## src/verilog/tbc_map.svh

```systemverilog
// Register indices, field positions, select codes and reset values
// of the counter-array time base.
// Assumes inclusion by its bare name from the module and the testbench.
`ifndef TBC_MAP_SVH
`define TBC_MAP_SVH

// Register indices; the byte address on the bus is four times the index.
`define TBC_IDX_A0_RUN_FLAGS   10'h0AC
`define TBC_IDX_A0_SETUP       10'h0AD
`define TBC_IDX_A0_CNT_LOW     10'h0B0
`define TBC_IDX_A0_CNT_HIGH    10'h0B1
`define TBC_IDX_A0_CAP0_LOW    10'h0B2
`define TBC_IDX_A0_CAP0_HIGH   10'h0B3
`define TBC_IDX_A0_CAP1_LOW    10'h0B4
`define TBC_IDX_A0_CAP1_HIGH   10'h0B5
`define TBC_IDX_A1_RUN_FLAGS   10'h0CE
`define TBC_IDX_A1_SETUP       10'h0CF
`define TBC_IDX_A1_CNT_LOW     10'h0D0
`define TBC_IDX_A1_CNT_HIGH    10'h0D1
`define TBC_IDX_A1_CAP0_LOW    10'h0D2
`define TBC_IDX_A1_CAP0_HIGH   10'h0D3
`define TBC_IDX_A1_CAP1_LOW    10'h0D4
`define TBC_IDX_A1_CAP1_HIGH   10'h0D5

// Run-and-flags register fields.
`define TBC_RF_OVF_BIT         7
`define TBC_RF_RUN_BIT         6

// Counter-setup register fields.
`define TBC_SU_IDLE_STOP_BIT   7
`define TBC_SU_AUTO_RESET_BIT  6
`define TBC_SU_WIDE_PWM_BIT    5
`define TBC_SU_SRC_MSB         4
`define TBC_SU_SRC_LSB         1
`define TBC_SU_OVF_IRQ_EN_BIT  0

// Count source select codes; codes above the external pin stop counting.
`define TBC_SRC_DIV1           4'h0
`define TBC_SRC_DIV2           4'h1
`define TBC_SRC_DIV4           4'h2
`define TBC_SRC_DIV8           4'h3
`define TBC_SRC_DIV12          4'h4
`define TBC_SRC_DIV16          4'h5
`define TBC_SRC_DIV32          4'h6
`define TBC_SRC_DIV64          4'h7
`define TBC_SRC_DIV128         4'h8
`define TBC_SRC_DIV256         4'h9
`define TBC_SRC_TIMER0         4'hA
`define TBC_SRC_EXT_PIN        4'hB

// Reset values.
`define TBC_RST_BYTE           8'h00
`define TBC_RST_PRESC          8'h00

`endif

```

## src/verilog/tbc_pkg.sv

```systemverilog
// Types shared by the counter-array time base.
// Assumes the constant header tbc_map.svh is on the include path.
package tbc_pkg;

  typedef enum logic [3:0] {
    TBC_REG_NONE,
    TBC_REG_RUN_FLAGS,
    TBC_REG_SETUP,
    TBC_REG_CNT_LOW,
    TBC_REG_CNT_HIGH,
    TBC_REG_CAP0_LOW,
    TBC_REG_CAP0_HIGH,
    TBC_REG_CAP1_LOW,
    TBC_REG_CAP1_HIGH
  } tbc_reg_e;

  typedef struct packed {
    logic     arr;
    tbc_reg_e sel;
  } tbc_dec_s;

  typedef struct packed {
    logic [7:0] run_flags;
    logic [7:0] setup;
    logic [7:0] cnt_low;
    logic [7:0] cnt_high;
    logic [7:0] cap0_low;
    logic [7:0] cap0_high;
    logic [7:0] cap1_low;
    logic [7:0] cap1_high;
    logic [7:0] presc;
    logic [2:0] pin_sync;
    logic       pin_level;
    logic       irq;
    logic       pwm_update;
  } tbc_arr_s;

  typedef struct packed {
    tbc_arr_s [1:0] arr;
    logic           wr_pend;
    logic           rd_pend;
    logic [9:0]     ap_idx;
    logic           hready;
    logic [31:0]    hrdata;
  } tbc_state_s;

endpackage

```

## src/verilog/tbc_time_base.sv

```systemverilog
// Two 16-bit time-base counters of a counter array behind an AHB-Lite
// slave. Assumes the module capture/compare datapaths sit outside and
// report their events and interrupt enables on plain ports.
//
// What this block does
// - Each counter is 16 bits, split into low and high byte registers.
// - Prescaler divides by 1, 2, 4, 8, 12, 16, 32, 64, 128 or 256.
// - With prescaled source, low byte advances at each prescaler overflow.
// - With timer source, low byte advances on each timer 0 overflow.
// - With external source, low byte advances on each pin falling edge.
// - High byte increments in the same step the low byte overflows.
// - Idle-stop set halts counting while the processor idles.
// - Auto-reset clear: free 16-bit count, overflow flag on wrap.
// - Free mode with wide PWM lets modules 0, 2, 4 make 16-bit PWM.
// - 8-bit auto-reset: low reaching high sets flag, clears low, updates.
// - 16-bit auto-reset: match with module 0 pair sets flag, clears.
// - At 16-bit auto-reset, module 0 pair loads from module 1 pair.
// - Setup register fields: idle stop, auto reset, wide PWM, source, enable.
// - Overflow flag requests the interrupt only while its enable is set.
// - Overflow flag set by hardware or software, cleared only by software.
// - Counter advances only while the run bit is set.
// - Module event flags set by hardware, cleared only by software.
// - Run-and-flags register: overflow bit 7, run bit 6, events 5 to 0.
// - Six module events and overflow share one interrupt line.
// - Two identical counter instances, each with its own registers.
`timescale 1ns/1ps
`include "tbc_map.svh"

module tbc_time_base
  import tbc_pkg::*;
#(
  parameter int ADDR_W     = 12,
  parameter int NUM_ARRAYS = 2
) (
  input  wire logic              clk_sys_i,
  input  wire logic              rst_n_i,
  input  wire logic              ce_i,
  input  wire logic              hsel_i,
  input  wire logic [ADDR_W-1:0] haddr_i,
  input  wire logic [1:0]        htrans_i,
  input  wire logic              hwrite_i,
  input  wire logic [2:0]        hsize_i,
  input  wire logic [31:0]       hwdata_i,
  input  wire logic              hready_i,
  output logic      [31:0]       hrdata_o,
  output logic                   hreadyout_o,
  output logic                   hresp_o,
  input  wire logic              cpu_idle_i,
  input  wire logic              timer0_ovf_i,
  input  wire logic [1:0]        external_count_pin_i,
  input  wire logic [5:0]        module_event_a0_i,
  input  wire logic [5:0]        module_event_a1_i,
  input  wire logic [5:0]        module_irq_en_a0_i,
  input  wire logic [5:0]        module_irq_en_a1_i,
  output logic      [1:0]        irq_o,
  output logic      [1:0]        pwm_update_o,
  output logic      [31:0]       count_o
);

  // ---------------------------------------------------------------
  // Elaboration checks
  // ---------------------------------------------------------------
  // Decode uses address bits 11 to 2.
  // The map holds exactly two counters.
  if (ADDR_W < 12) begin : g_bad_addr
    $error("ADDR_W must be at least 12 to reach every register.");
  end
  if (NUM_ARRAYS != 2) begin : g_bad_arrays
    $error("The register map serves exactly two counters.");
  end

  // ---------------------------------------------------------------
  // Functions
  // ---------------------------------------------------------------
  // Terminal value of the prescaler for a select code.
  // The prescaler runs 0 to this end,
  // so divide N ends at N-1.
  function automatic logic [7:0] presc_last(input logic [3:0] src);
    logic [7:0] v;
    v = 8'h00;
    unique case (src)
      `TBC_SRC_DIV1:   v = 8'h00;
      `TBC_SRC_DIV2:   v = 8'h01;
      `TBC_SRC_DIV4:   v = 8'h03;
      `TBC_SRC_DIV8:   v = 8'h07;
      `TBC_SRC_DIV12:  v = 8'h0B;
      `TBC_SRC_DIV16:  v = 8'h0F;
      `TBC_SRC_DIV32:  v = 8'h1F;
      `TBC_SRC_DIV64:  v = 8'h3F;
      `TBC_SRC_DIV128: v = 8'h7F;
      `TBC_SRC_DIV256: v = 8'hFF;
      default:         v = 8'h00;
    endcase
    return v;
  endfunction

  // Maps a word index to a counter and one of its registers.
  // Unmapped: writes drop, reads give 0.
  // Counter 0 leaves two unmapped words after its setup register; counter 1 leaves none.
  function automatic tbc_dec_s decode(input logic [9:0] idx);
    tbc_dec_s r;
    r.arr = 1'b0;
    r.sel = TBC_REG_NONE;
    unique case (idx)
      `TBC_IDX_A0_RUN_FLAGS: r.sel = TBC_REG_RUN_FLAGS;
      `TBC_IDX_A0_SETUP:     r.sel = TBC_REG_SETUP;
      `TBC_IDX_A0_CNT_LOW:   r.sel = TBC_REG_CNT_LOW;
      `TBC_IDX_A0_CNT_HIGH:  r.sel = TBC_REG_CNT_HIGH;
      `TBC_IDX_A0_CAP0_LOW:  r.sel = TBC_REG_CAP0_LOW;
      `TBC_IDX_A0_CAP0_HIGH: r.sel = TBC_REG_CAP0_HIGH;
      `TBC_IDX_A0_CAP1_LOW:  r.sel = TBC_REG_CAP1_LOW;
      `TBC_IDX_A0_CAP1_HIGH: r.sel = TBC_REG_CAP1_HIGH;
      `TBC_IDX_A1_RUN_FLAGS: r = '{1'b1, TBC_REG_RUN_FLAGS};
      `TBC_IDX_A1_SETUP:     r = '{1'b1, TBC_REG_SETUP};
      `TBC_IDX_A1_CNT_LOW:   r = '{1'b1, TBC_REG_CNT_LOW};
      `TBC_IDX_A1_CNT_HIGH:  r = '{1'b1, TBC_REG_CNT_HIGH};
      `TBC_IDX_A1_CAP0_LOW:  r = '{1'b1, TBC_REG_CAP0_LOW};
      `TBC_IDX_A1_CAP0_HIGH: r = '{1'b1, TBC_REG_CAP0_HIGH};
      `TBC_IDX_A1_CAP1_LOW:  r = '{1'b1, TBC_REG_CAP1_LOW};
      `TBC_IDX_A1_CAP1_HIGH: r = '{1'b1, TBC_REG_CAP1_HIGH};
      default:               r.sel = TBC_REG_NONE;
    endcase
    return r;
  endfunction

  // Read value of one register of one counter.
  function automatic logic [7:0] read_reg(input tbc_arr_s a,
                                          input tbc_reg_e sel);
    logic [7:0] v;
    v = 8'h00;
    unique case (sel)
      TBC_REG_NONE:      v = 8'h00;
      TBC_REG_RUN_FLAGS: v = a.run_flags;
      TBC_REG_SETUP:     v = a.setup;
      TBC_REG_CNT_LOW:   v = a.cnt_low;
      TBC_REG_CNT_HIGH:  v = a.cnt_high;
      TBC_REG_CAP0_LOW:  v = a.cap0_low;
      TBC_REG_CAP0_HIGH: v = a.cap0_high;
      TBC_REG_CAP1_LOW:  v = a.cap1_low;
      TBC_REG_CAP1_HIGH: v = a.cap1_high;
    endcase
    return v;
  endfunction

  // ---------------------------------------------------------------
  // State
  // ---------------------------------------------------------------
  tbc_state_s state_q;
  tbc_state_s state_d;

  // One comb process builds the next
  // state of both counters and the bus
  // slave; one flop stage holds it.

  always_comb begin
    logic [5:0]  evt;
    logic [5:0]  evt_en;
    logic [3:0]  src;
    logic        fall;
    logic        tick;
    logic        step;
    logic        ovf_set;
    logic        upd;
    logic [15:0] cnt;
    logic [15:0] nxt;
    logic        take;
    tbc_dec_s    wdec;
    tbc_dec_s    rdec;
    logic [7:0]  wb;
    evt     = 6'h00;
    evt_en  = 6'h00;
    src     = 4'h0;
    fall    = 1'b0;
    tick    = 1'b0;
    step    = 1'b0;
    ovf_set = 1'b0;
    upd     = 1'b0;
    cnt     = 16'h0000;
    nxt     = 16'h0000;
    wdec    = decode(state_q.ap_idx);
    rdec    = wdec;
    wb      = hwdata_i[7:0];
    state_d = state_q;

    for (int n = 0; n < 2; n++) begin
      evt    = (n == 0) ? module_event_a0_i : module_event_a1_i;
      evt_en = (n == 0) ? module_irq_en_a0_i : module_irq_en_a1_i;
      src    = state_q.arr[n].setup[`TBC_SU_SRC_MSB:`TBC_SU_SRC_LSB];

      // -------------------------------------------------------------
      // Count pin: three stages, a level is taken when two agree
      // -------------------------------------------------------------
      // An async pin: stage one may go
      // metastable; only stage two reads it.
      // A fall counts three to four clocks
      // late. The level resets low, so the
      // idle-high pin gives no false fall.
      state_d.arr[n].pin_sync = {state_q.arr[n].pin_sync[1:0],
                                 external_count_pin_i[n]};
      fall = 1'b0;
      if (state_q.arr[n].pin_sync[1] == state_q.arr[n].pin_sync[2]) begin
        state_d.arr[n].pin_level = state_q.arr[n].pin_sync[2];
        fall = state_q.arr[n].pin_level &
               ~state_q.arr[n].pin_sync[2];
      end

      // -------------------------------------------------------------
      // Count source and gating
      // -------------------------------------------------------------
      // The prescaler holds while gated,
      // so a pause keeps the divide phase.
      // A prescaler past a new, smaller end
      // wraps at the next step.
      step = state_q.arr[n].run_flags[`TBC_RF_RUN_BIT] &
             ~(cpu_idle_i &
               state_q.arr[n].setup[`TBC_SU_IDLE_STOP_BIT]);
      tick = 1'b0;
      if (src <= `TBC_SRC_DIV256) begin
        if (step) begin
          if (state_q.arr[n].presc >= presc_last(src)) begin
            state_d.arr[n].presc = `TBC_RST_PRESC;
            tick = 1'b1;
          end else begin
            state_d.arr[n].presc = state_q.arr[n].presc + 8'h01;
          end
        end
      end else if (src == `TBC_SRC_TIMER0) begin
        tick = timer0_ovf_i;
      end else if (src == `TBC_SRC_EXT_PIN) begin
        tick = fall;
      end
      step = step & tick;

      // -------------------------------------------------------------
      // Counter modes
      // -------------------------------------------------------------
      // Matches test the value before the
      // step: the 8-bit period is the high
      // byte plus one ticks, the 16-bit one
      // the module 0 pair plus one. The high
      // byte stays put in 8-bit mode.
      cnt     = {state_q.arr[n].cnt_high, state_q.arr[n].cnt_low};
      nxt     = cnt;
      ovf_set = 1'b0;
      upd     = 1'b0;
      if (step) begin
        if (!state_q.arr[n].setup[`TBC_SU_AUTO_RESET_BIT]) begin
          // Free running; the wide PWM bit only changes module use.
          nxt     = cnt + 16'h0001;
          ovf_set = (cnt == 16'hFFFF);
        end else if (!state_q.arr[n].setup[`TBC_SU_WIDE_PWM_BIT]) begin
          if (state_q.arr[n].cnt_low == state_q.arr[n].cnt_high) begin
            nxt[7:0] = 8'h00;
            ovf_set  = 1'b1;
            upd      = 1'b1;
          end else begin
            nxt[7:0] = state_q.arr[n].cnt_low + 8'h01;
          end
        end else begin
          if (cnt == {state_q.arr[n].cap0_high,
                      state_q.arr[n].cap0_low}) begin
            nxt     = 16'h0000;
            ovf_set = 1'b1;
            upd     = 1'b1;
            state_d.arr[n].cap0_high = state_q.arr[n].cap1_high;
            state_d.arr[n].cap0_low  = state_q.arr[n].cap1_low;
          end else begin
            nxt = cnt + 16'h0001;
          end
        end
      end
      state_d.arr[n].cnt_high   = nxt[15:8];
      state_d.arr[n].cnt_low    = nxt[7:0];
      state_d.arr[n].pwm_update = upd;

      // -------------------------------------------------------------
      // Flags; a hardware set wins over a software clear
      // -------------------------------------------------------------
      // A write stores its bits ORed with
      // same-cycle hardware sets, so no
      // event is lost; writing 1 sets a flag.
      take = state_q.wr_pend && (wdec.arr == n[0]);
      if (take && wdec.sel == TBC_REG_RUN_FLAGS) begin
        state_d.arr[n].run_flags = wb | {ovf_set, 1'b0, evt};
      end else begin
        state_d.arr[n].run_flags = state_q.arr[n].run_flags |
                                   {ovf_set, 1'b0, evt};
      end

      // -------------------------------------------------------------
      // Software writes; count bytes override a same-cycle step
      // -------------------------------------------------------------
      // Count bytes move one at a time; a
      // running counter may carry between
      // two reads. Stop it for a clean pair.
      if (take) begin
        unique case (wdec.sel)
          TBC_REG_NONE:      ;
          TBC_REG_RUN_FLAGS: ;
          TBC_REG_SETUP:     state_d.arr[n].setup = wb;
          TBC_REG_CNT_LOW:   state_d.arr[n].cnt_low = wb;
          TBC_REG_CNT_HIGH:  state_d.arr[n].cnt_high = wb;
          TBC_REG_CAP0_LOW:  state_d.arr[n].cap0_low = wb;
          TBC_REG_CAP0_HIGH: state_d.arr[n].cap0_high = wb;
          TBC_REG_CAP1_LOW:  state_d.arr[n].cap1_low = wb;
          TBC_REG_CAP1_HIGH: state_d.arr[n].cap1_high = wb;
        endcase
      end

      // -------------------------------------------------------------
      // Shared interrupt request
      // -------------------------------------------------------------
      // Registered: the request follows
      // its flag a clock later, glitch-free.
      state_d.arr[n].irq =
        (state_q.arr[n].run_flags[`TBC_RF_OVF_BIT] &
         state_q.arr[n].setup[`TBC_SU_OVF_IRQ_EN_BIT]) |
        (|(state_q.arr[n].run_flags[5:0] & evt_en));
    end

    // ---------------------------------------------------------------
    // AHB-Lite slave: writes take no wait, reads take one
    // ---------------------------------------------------------------
    // Only byte lane 0 carries data and
    // hsize is not checked. Read data
    // comes from a flop, at the cost of
    // one wait state. An address phase
    // offered in that wait is not taken.
    state_d.wr_pend = 1'b0;
    state_d.hready  = 1'b1;
    if (state_q.rd_pend) begin
      state_d.rd_pend = 1'b0;
      state_d.hrdata  = {24'h000000,
                         read_reg(state_q.arr[rdec.arr], rdec.sel)};
    end else if (hsel_i && htrans_i[1] && hready_i) begin
      state_d.ap_idx = haddr_i[11:2];
      if (hwrite_i) begin
        state_d.wr_pend = 1'b1;
      end else begin
        state_d.rd_pend = 1'b1;
        state_d.hready  = 1'b0;
      end
    end
  end

  // Reset clears all but hreadyout, which
  // idles high. A low clock enable
  // freezes everything, bus side too.
  always_ff @(posedge clk_sys_i or negedge rst_n_i) begin
    if (!rst_n_i) begin
      state_q <= '0;
      state_q.hready <= 1'b1;
    end else if (ce_i) begin
      state_q <= state_d;
    end
  end

  // ---------------------------------------------------------------
  // Outputs, all but hresp straight from the state register
  // ---------------------------------------------------------------
  assign hrdata_o     = state_q.hrdata;
  assign hreadyout_o  = state_q.hready;
  // Every transfer is answered OKAY.
  assign hresp_o      = 1'b0;
  assign irq_o        = {state_q.arr[1].irq, state_q.arr[0].irq};
  assign pwm_update_o = {state_q.arr[1].pwm_update,
                         state_q.arr[0].pwm_update};
  assign count_o      = {state_q.arr[1].cnt_high, state_q.arr[1].cnt_low,
                         state_q.arr[0].cnt_high, state_q.arr[0].cnt_low};

endmodule

```

## config.mk

```make
export PLATFORM = sky130hd
export DESIGN_NAME = tbc_time_base
export DESIGN_NICKNAME = d
export VERILOG_FILES = /design/src/verilog/tbc_pkg.sv /design/src/verilog/tbc_time_base.sv
export VERILOG_INCLUDE_DIRS = /design/src /design/src/verilog
export SDC_FILE = /design/constraint.sdc
export NUM_CORES = 1
export LEC_CHECK = 0
export BUFFER_PORTS_ARGS = -buffer_cell sky130_fd_sc_hd__buf_2
export CAP_MARGIN = 25
export CORE_MARGIN = 5
export CORE_UTILIZATION = 64
export CTS_CLUSTER_SIZE = 16
export DETAILED_ROUTE_END_ITERATION = 12
export GPL_TIMING_DRIVEN = 0
export PLACE_DENSITY = 0.87
export SETUP_SLACK_MARGIN = 0.3
export SYNTH_ARGS = -nofsm -noshare
export SYNTH_HDL_FRONTEND = slang
export SYNTH_SLANG_ARGS = --single-unit
```

## constraint.sdc

```tcl
create_clock -name clk_sys_i -period 5 [get_ports clk_sys_i]
set_input_delay 0.25 -clock clk_sys_i [delete_from_list [all_inputs] [get_ports clk_sys_i]]
set_output_delay 0.25 -clock clk_sys_i [all_outputs]
set_load 0.02 [all_outputs]
```

==> impl_metrics.xml <==
<?xml version="1.0" encoding="UTF-8"?>
<metrics>
  <group name="worst_hold_path">
    <metric name="hold_path_depth" unit="">2</metric>
    <metric name="min-delay-path-class" unit="">in2reg</metric>
    <metric name="min_from" unit="">module_event_a1_i[0]</metric>
    <metric name="worst_hold_path_ep" unit="">state_q[193]</metric>
  </group>
  <group name="die">
    <metric name="floorplan.initialDensity" unit="">0.6447</metric>
    <metric name="core.rowCount" unit="">50</metric>
    <metric name="fp.dieH" unit="um">146.6</metric>
    <metric name="dieArea" unit="mm^2">0.02148</metric>
    <metric name="coreArea" unit="mm^2">0.01852</metric>
    <metric name="die-width" unit="um">146.6</metric>
    <metric name="top_level_ports" unit="">153</metric>
  </group>
  <group name="finish">
    <metric name="n_antenna_cell" unit="">0</metric>
    <metric name="regArea" unit="mm^2">0.004431</metric>
    <metric name="post-route-cell-area" unit="mm^2">0.01343</metric>
    <metric name="final_common_cell" unit="">sky130_fd_sc_hd__dfrtp_1</metric>
    <metric name="layout.nets" unit="">1496</metric>
    <metric name="area_delta_synth_final" unit="%">12.54</metric>
    <metric name="final_core_util" unit="">0.7255</metric>
    <metric name="multi_input_area" unit="mm^2">0.006575</metric>
    <metric name="fillers" unit="">1359</metric>
    <metric name="layout.cells.most_common_list" unit="">sky130_fd_sc_hd__dfrtp_1 (176), sky130_fd_sc_hd__buf_2 (124), sky130_fd_sc_hd__nand2_1 (97)</metric>
    <metric name="drive_above_1_share" unit="">0.2518</metric>
  </group>
  <group name="routing">
    <metric name="drt_first_iter_violations" unit="">1335</metric>
    <metric name="wl" unit="um">44530</metric>
    <metric name="num_vias" unit="">11470</metric>
    <metric name="remaining_drc_errors" unit="">0</metric>
    <metric name="detailedRoute.firstPassIterationCount" unit="">6</metric>
    <metric name="detail_route.vias_per_cell" unit="">6.991</metric>
    <metric name="detail_route.wl_per_cell" unit="um">27.15</metric>
    <metric name="antenna_left" unit="">0</metric>
  </group>
  <group name="global_route">
    <metric name="globalRoute.busiestLayer" unit="">met2</metric>
    <metric name="global_route.usage.met2" unit="">0.6073</metric>
    <metric name="gr-usage-met1" unit="">0.5552</metric>
    <metric name="grt_pass1_wl" unit="um">67530</metric>
    <metric name="groute.layer.met3.usage" unit="">0.1223</metric>
    <metric name="grtUsageTotal" unit="">0.4128</metric>
    <metric name="grt_pass1_vias" unit="">11170</metric>
    <metric name="antenna_found_initial" unit="">0</metric>
    <metric name="grt_max_degree" unit="">95</metric>
    <metric name="grt.overflow.total" unit="">0</metric>
  </group>
  <group name="worst_setup_path">
    <metric name="cp_data_arrival_time" unit="ns">4.48</metric>
    <metric name="timing.critical_path.fanout_max" unit="">10</metric>
    <metric name="reg2reg_from" unit="">state_q[187]</metric>
    <metric name="crit_buf_inv" unit="">2</metric>
    <metric name="path_cells" unit="">clkbuf_1, nor2_1, and2_1, a21oi_1, or2_2, ha_1, nand3_1, o31ai_4, nand2b_1, buf_2, a2111oi_1, a21oi_1, a211oi_2</metric>
    <metric name="crit_type" unit="">reg2reg</metric>
    <metric name="r2r_slack" unit="ns">0.88</metric>
    <metric name="critical_path.slowest_cell" unit="">sky130_fd_sc_hd__a2111oi_1</metric>
    <metric name="crit_path_start_kind" unit="">flop</metric>
    <metric name="timing.critical_path.slowest_cell_delay" unit="ns">0.92</metric>
    <metric name="cp_top_family" unit="">compound AO/OA/AOI/OAI gates</metric>
    <metric name="required_time_reported_for_the_critical_path_endpoint" unit="ns">5.37</metric>
    <metric name="end_kind" unit="">flop</metric>
    <metric name="reg2reg_depth" unit="">13</metric>
    <metric name="rr_endpoint" unit="">count_o[26]</metric>
    <metric name="critical_path_most_common_cell" unit="">sky130_fd_sc_hd__a21oi_1</metric>
  </group>
  <group name="cts">
    <metric name="post_cts_hold_buffer_count" unit="">1</metric>
    <metric name="post-cts-setup-buffer-count" unit="">0</metric>
    <metric name="clock_tree.htree_level_count" unit="">4</metric>
    <metric name="ctsLongestPathBuffers" unit="">2</metric>
    <metric name="worstSkewPairLatency" unit="ns">0.45</metric>
    <metric name="postCtsResizedCells" unit="">0</metric>
    <metric name="clock-root-buffer" unit="">sky130_fd_sc_hd__clkbuf_16</metric>
    <metric name="numCtsBuffers" unit="">17</metric>
    <metric name="cts_num_sinks" unit="">177</metric>
    <metric name="tritoncts" unit="">built</metric>
    <metric name="clock_slew_seen_by_the_registers_of_the_worst_setup_and_hold_paths" unit="ns">0.08</metric>
  </group>
  <group name="timing">
    <metric name="final.setup.worst_slack" unit="ns">0.8848</metric>
    <metric name="clock_skew" unit="ns">0.01490</metric>
    <metric name="post-route-min-period" unit="ns">4.115</metric>
    <metric name="fin_tns_setup" unit="ns">0</metric>
    <metric name="period_utilization" unit="">0.8230</metric>
    <metric name="finalMaxSlewViolations" unit="">0</metric>
    <metric name="hold_viol_final" unit="">0</metric>
    <metric name="headroom_to_the_max_slew_limit" unit="">0.3320</metric>
    <metric name="worstMarginPinSlew" unit="ns">1.002</metric>
    <metric name="setup_violations" unit="">0</metric>
    <metric name="setup_repair_after_global_routing_missed_its_margin" unit="">false</metric>
    <metric name="clock.fmax" unit="GHz">0.2430</metric>
  </group>
  <group name="placed_design">
    <metric name="dpl.hpwl" unit="um">32550</metric>
    <metric name="routabilityCongestion" unit="">1.045</metric>
    <metric name="place_worst_setup_slack" unit="ns">0.9830</metric>
    <metric name="dpl_cell_area" unit="mm^2">0.01283</metric>
    <metric name="numPortBuffers" unit="">95</metric>
  </group>
  <group name="synth">
    <metric name="async_set_or_reset_flop_fraction_in_the_synthesized_netlist" unit="">1.000</metric>
    <metric name="number_of_flops_mapped_to_enable_cells_by_yosys" unit="">0</metric>
    <metric name="area_share_of_fa_ha_maj_cells_after_synthesis" unit="">0.02096</metric>
    <metric name="synth_compound_area_frac" unit="">0.2177</metric>
    <metric name="post_synth_instance_area" unit="mm^2">0.01194</metric>
    <metric name="yosysUniqueCellTypes" unit="">96</metric>
    <metric name="syn-instance-count" unit="">1253</metric>
    <metric name="seq_area_frac_synth" unit="">0.3711</metric>
    <metric name="synth.ff_latch_count" unit="">177</metric>
    <metric name="synth_simple_gate_area_frac" unit="">0.1597</metric>
    <metric name="postSynth.topFlopCell" unit="">sky130_fd_sc_hd__dfrtp_1</metric>
    <metric name="muxShareOfSynthArea" unit="">0.1042</metric>
    <metric name="post_synth_xor_area_fraction" unit="">0.04035</metric>
    <metric name="avgSynthCellArea" unit="um^2">9.527</metric>
    <metric name="synth_top_family_by_area" unit="">compound AO/OA/AOI/OAI gates</metric>
    <metric name="synthesis.yosys.warnings" unit="">0</metric>
  </group>
  <group name="power">
    <metric name="power_after_layout" unit="uW">3570</metric>
    <metric name="leakage" unit="uW">0.005787</metric>
    <metric name="p_per_area" unit="mW/mm^2">265.7</metric>
    <metric name="vdd_ir_drop_max" unit="mV">0.2665</metric>
  </group>
  <group name="flow_run">
    <metric name="max_cap_viol_count" unit="">0</metric>
  </group>
  <group name="outcome">
    <metric name="status" unit="">completed</metric>
  </group>
</metrics>
[worst max path at each step]
stage	from	end	slack, ns	cells past startpoint
floorplan	state_q[109]	count_o[9]	1.66	14
global placement	rst_n_i	state_q[73]	0.88	1
detailed placement	state_q[187]	count_o[26]	0.98	13
CTS	state_q[187]	count_o[26]	0.96	13
global route	state_q[109]	state_q[87]	0.65	14
finish	state_q[187]	count_o[26]	0.88	13
[layer usage]
metal / vias to the layer above / part of all wire
met1: 5448 / 0.37
met2: 944 / 0.42
met3: 186 / 0.15
met5: - / 0
li1: 4887 / -
met4: 0 / 0.059
[sequential cells by signal (all words and copies together), names as in the netlist]
register / cells
irq_o: 2
state_q: 128
state_d: 4
pwm_update_o: 2
count_o: 32
hreadyout_o: 1
hrdata_o: 8
[where the power goes]
part           switching (uW)  total [uW]  leakage [uW]  internal, uW
sequential               92.2        1610       0.00221          1510
combinational             359         597       0.00329           238
clock                     692        1370      0.000285           674
total                    1140        3570       0.00579          2430
[kinds of logic after synthesis]
| logic type | after synthesis |
|---|---|
| AO/OA/AOI/OAI | 357 |
| AND/OR/NAND/NOR | 353 |
| buffers and inverters | 185 |
| flip-flops | 177 |
| multiplexers | 105 |
| XOR/XNOR | 55 |
| adder cells (fa/ha/maj) | 20 |
| other | 1 |
[through the flow]
step,std cells,hold WS (ns)
6_report,1640,0.003187
2_1_floorplan,1277,-0.04559
5_1_grt,1640,0.01192
3_5_place_dp,1607,0.2773
4_1_cts,1640,0.002473
3_3_place_gp,1606,0.4621
[cell type report]
cell class                 count  area share
multi-input combinational    915      0.4894
sequential                   177      0.3298
buffer                       163     0.06995
timing repair buffer          97     0.03893
clock buffer                  18     0.03195
tap                          234     0.02179
clock inverter                14     0.01201
inverter                      22    0.006147
[synth_stat cells (23+ instances only)]
cell type                   instances  area share
sky130_fd_sc_hd__nor2_1            64       0.020
sky130_fd_sc_hd__nand2_1           97       0.031
sky130_fd_sc_hd__o22ai_1           52       0.027
sky130_fd_sc_hd__a2bb2oi_1         31       0.023
sky130_fd_sc_hd__mux2i_1           32       0.027
sky130_fd_sc_hd__nand3_1           38       0.016
sky130_fd_sc_hd__buf_2             30       0.013
sky130_fd_sc_hd__mux2_2            64       0.060
sky130_fd_sc_hd__xor2_1            23       0.017
sky130_fd_sc_hd__clkbuf_1          52       0.016
sky130_fd_sc_hd__buf_4             73       0.046
sky130_fd_sc_hd__a21oi_1           45       0.019
sky130_fd_sc_hd__dfrtp_1          176        0.37
sky130_fd_sc_hd__o21ai_0           58       0.024
sky130_fd_sc_hd__xnor2_1           32       0.023
No activity file was read; power rests on OpenSTA's default activity.
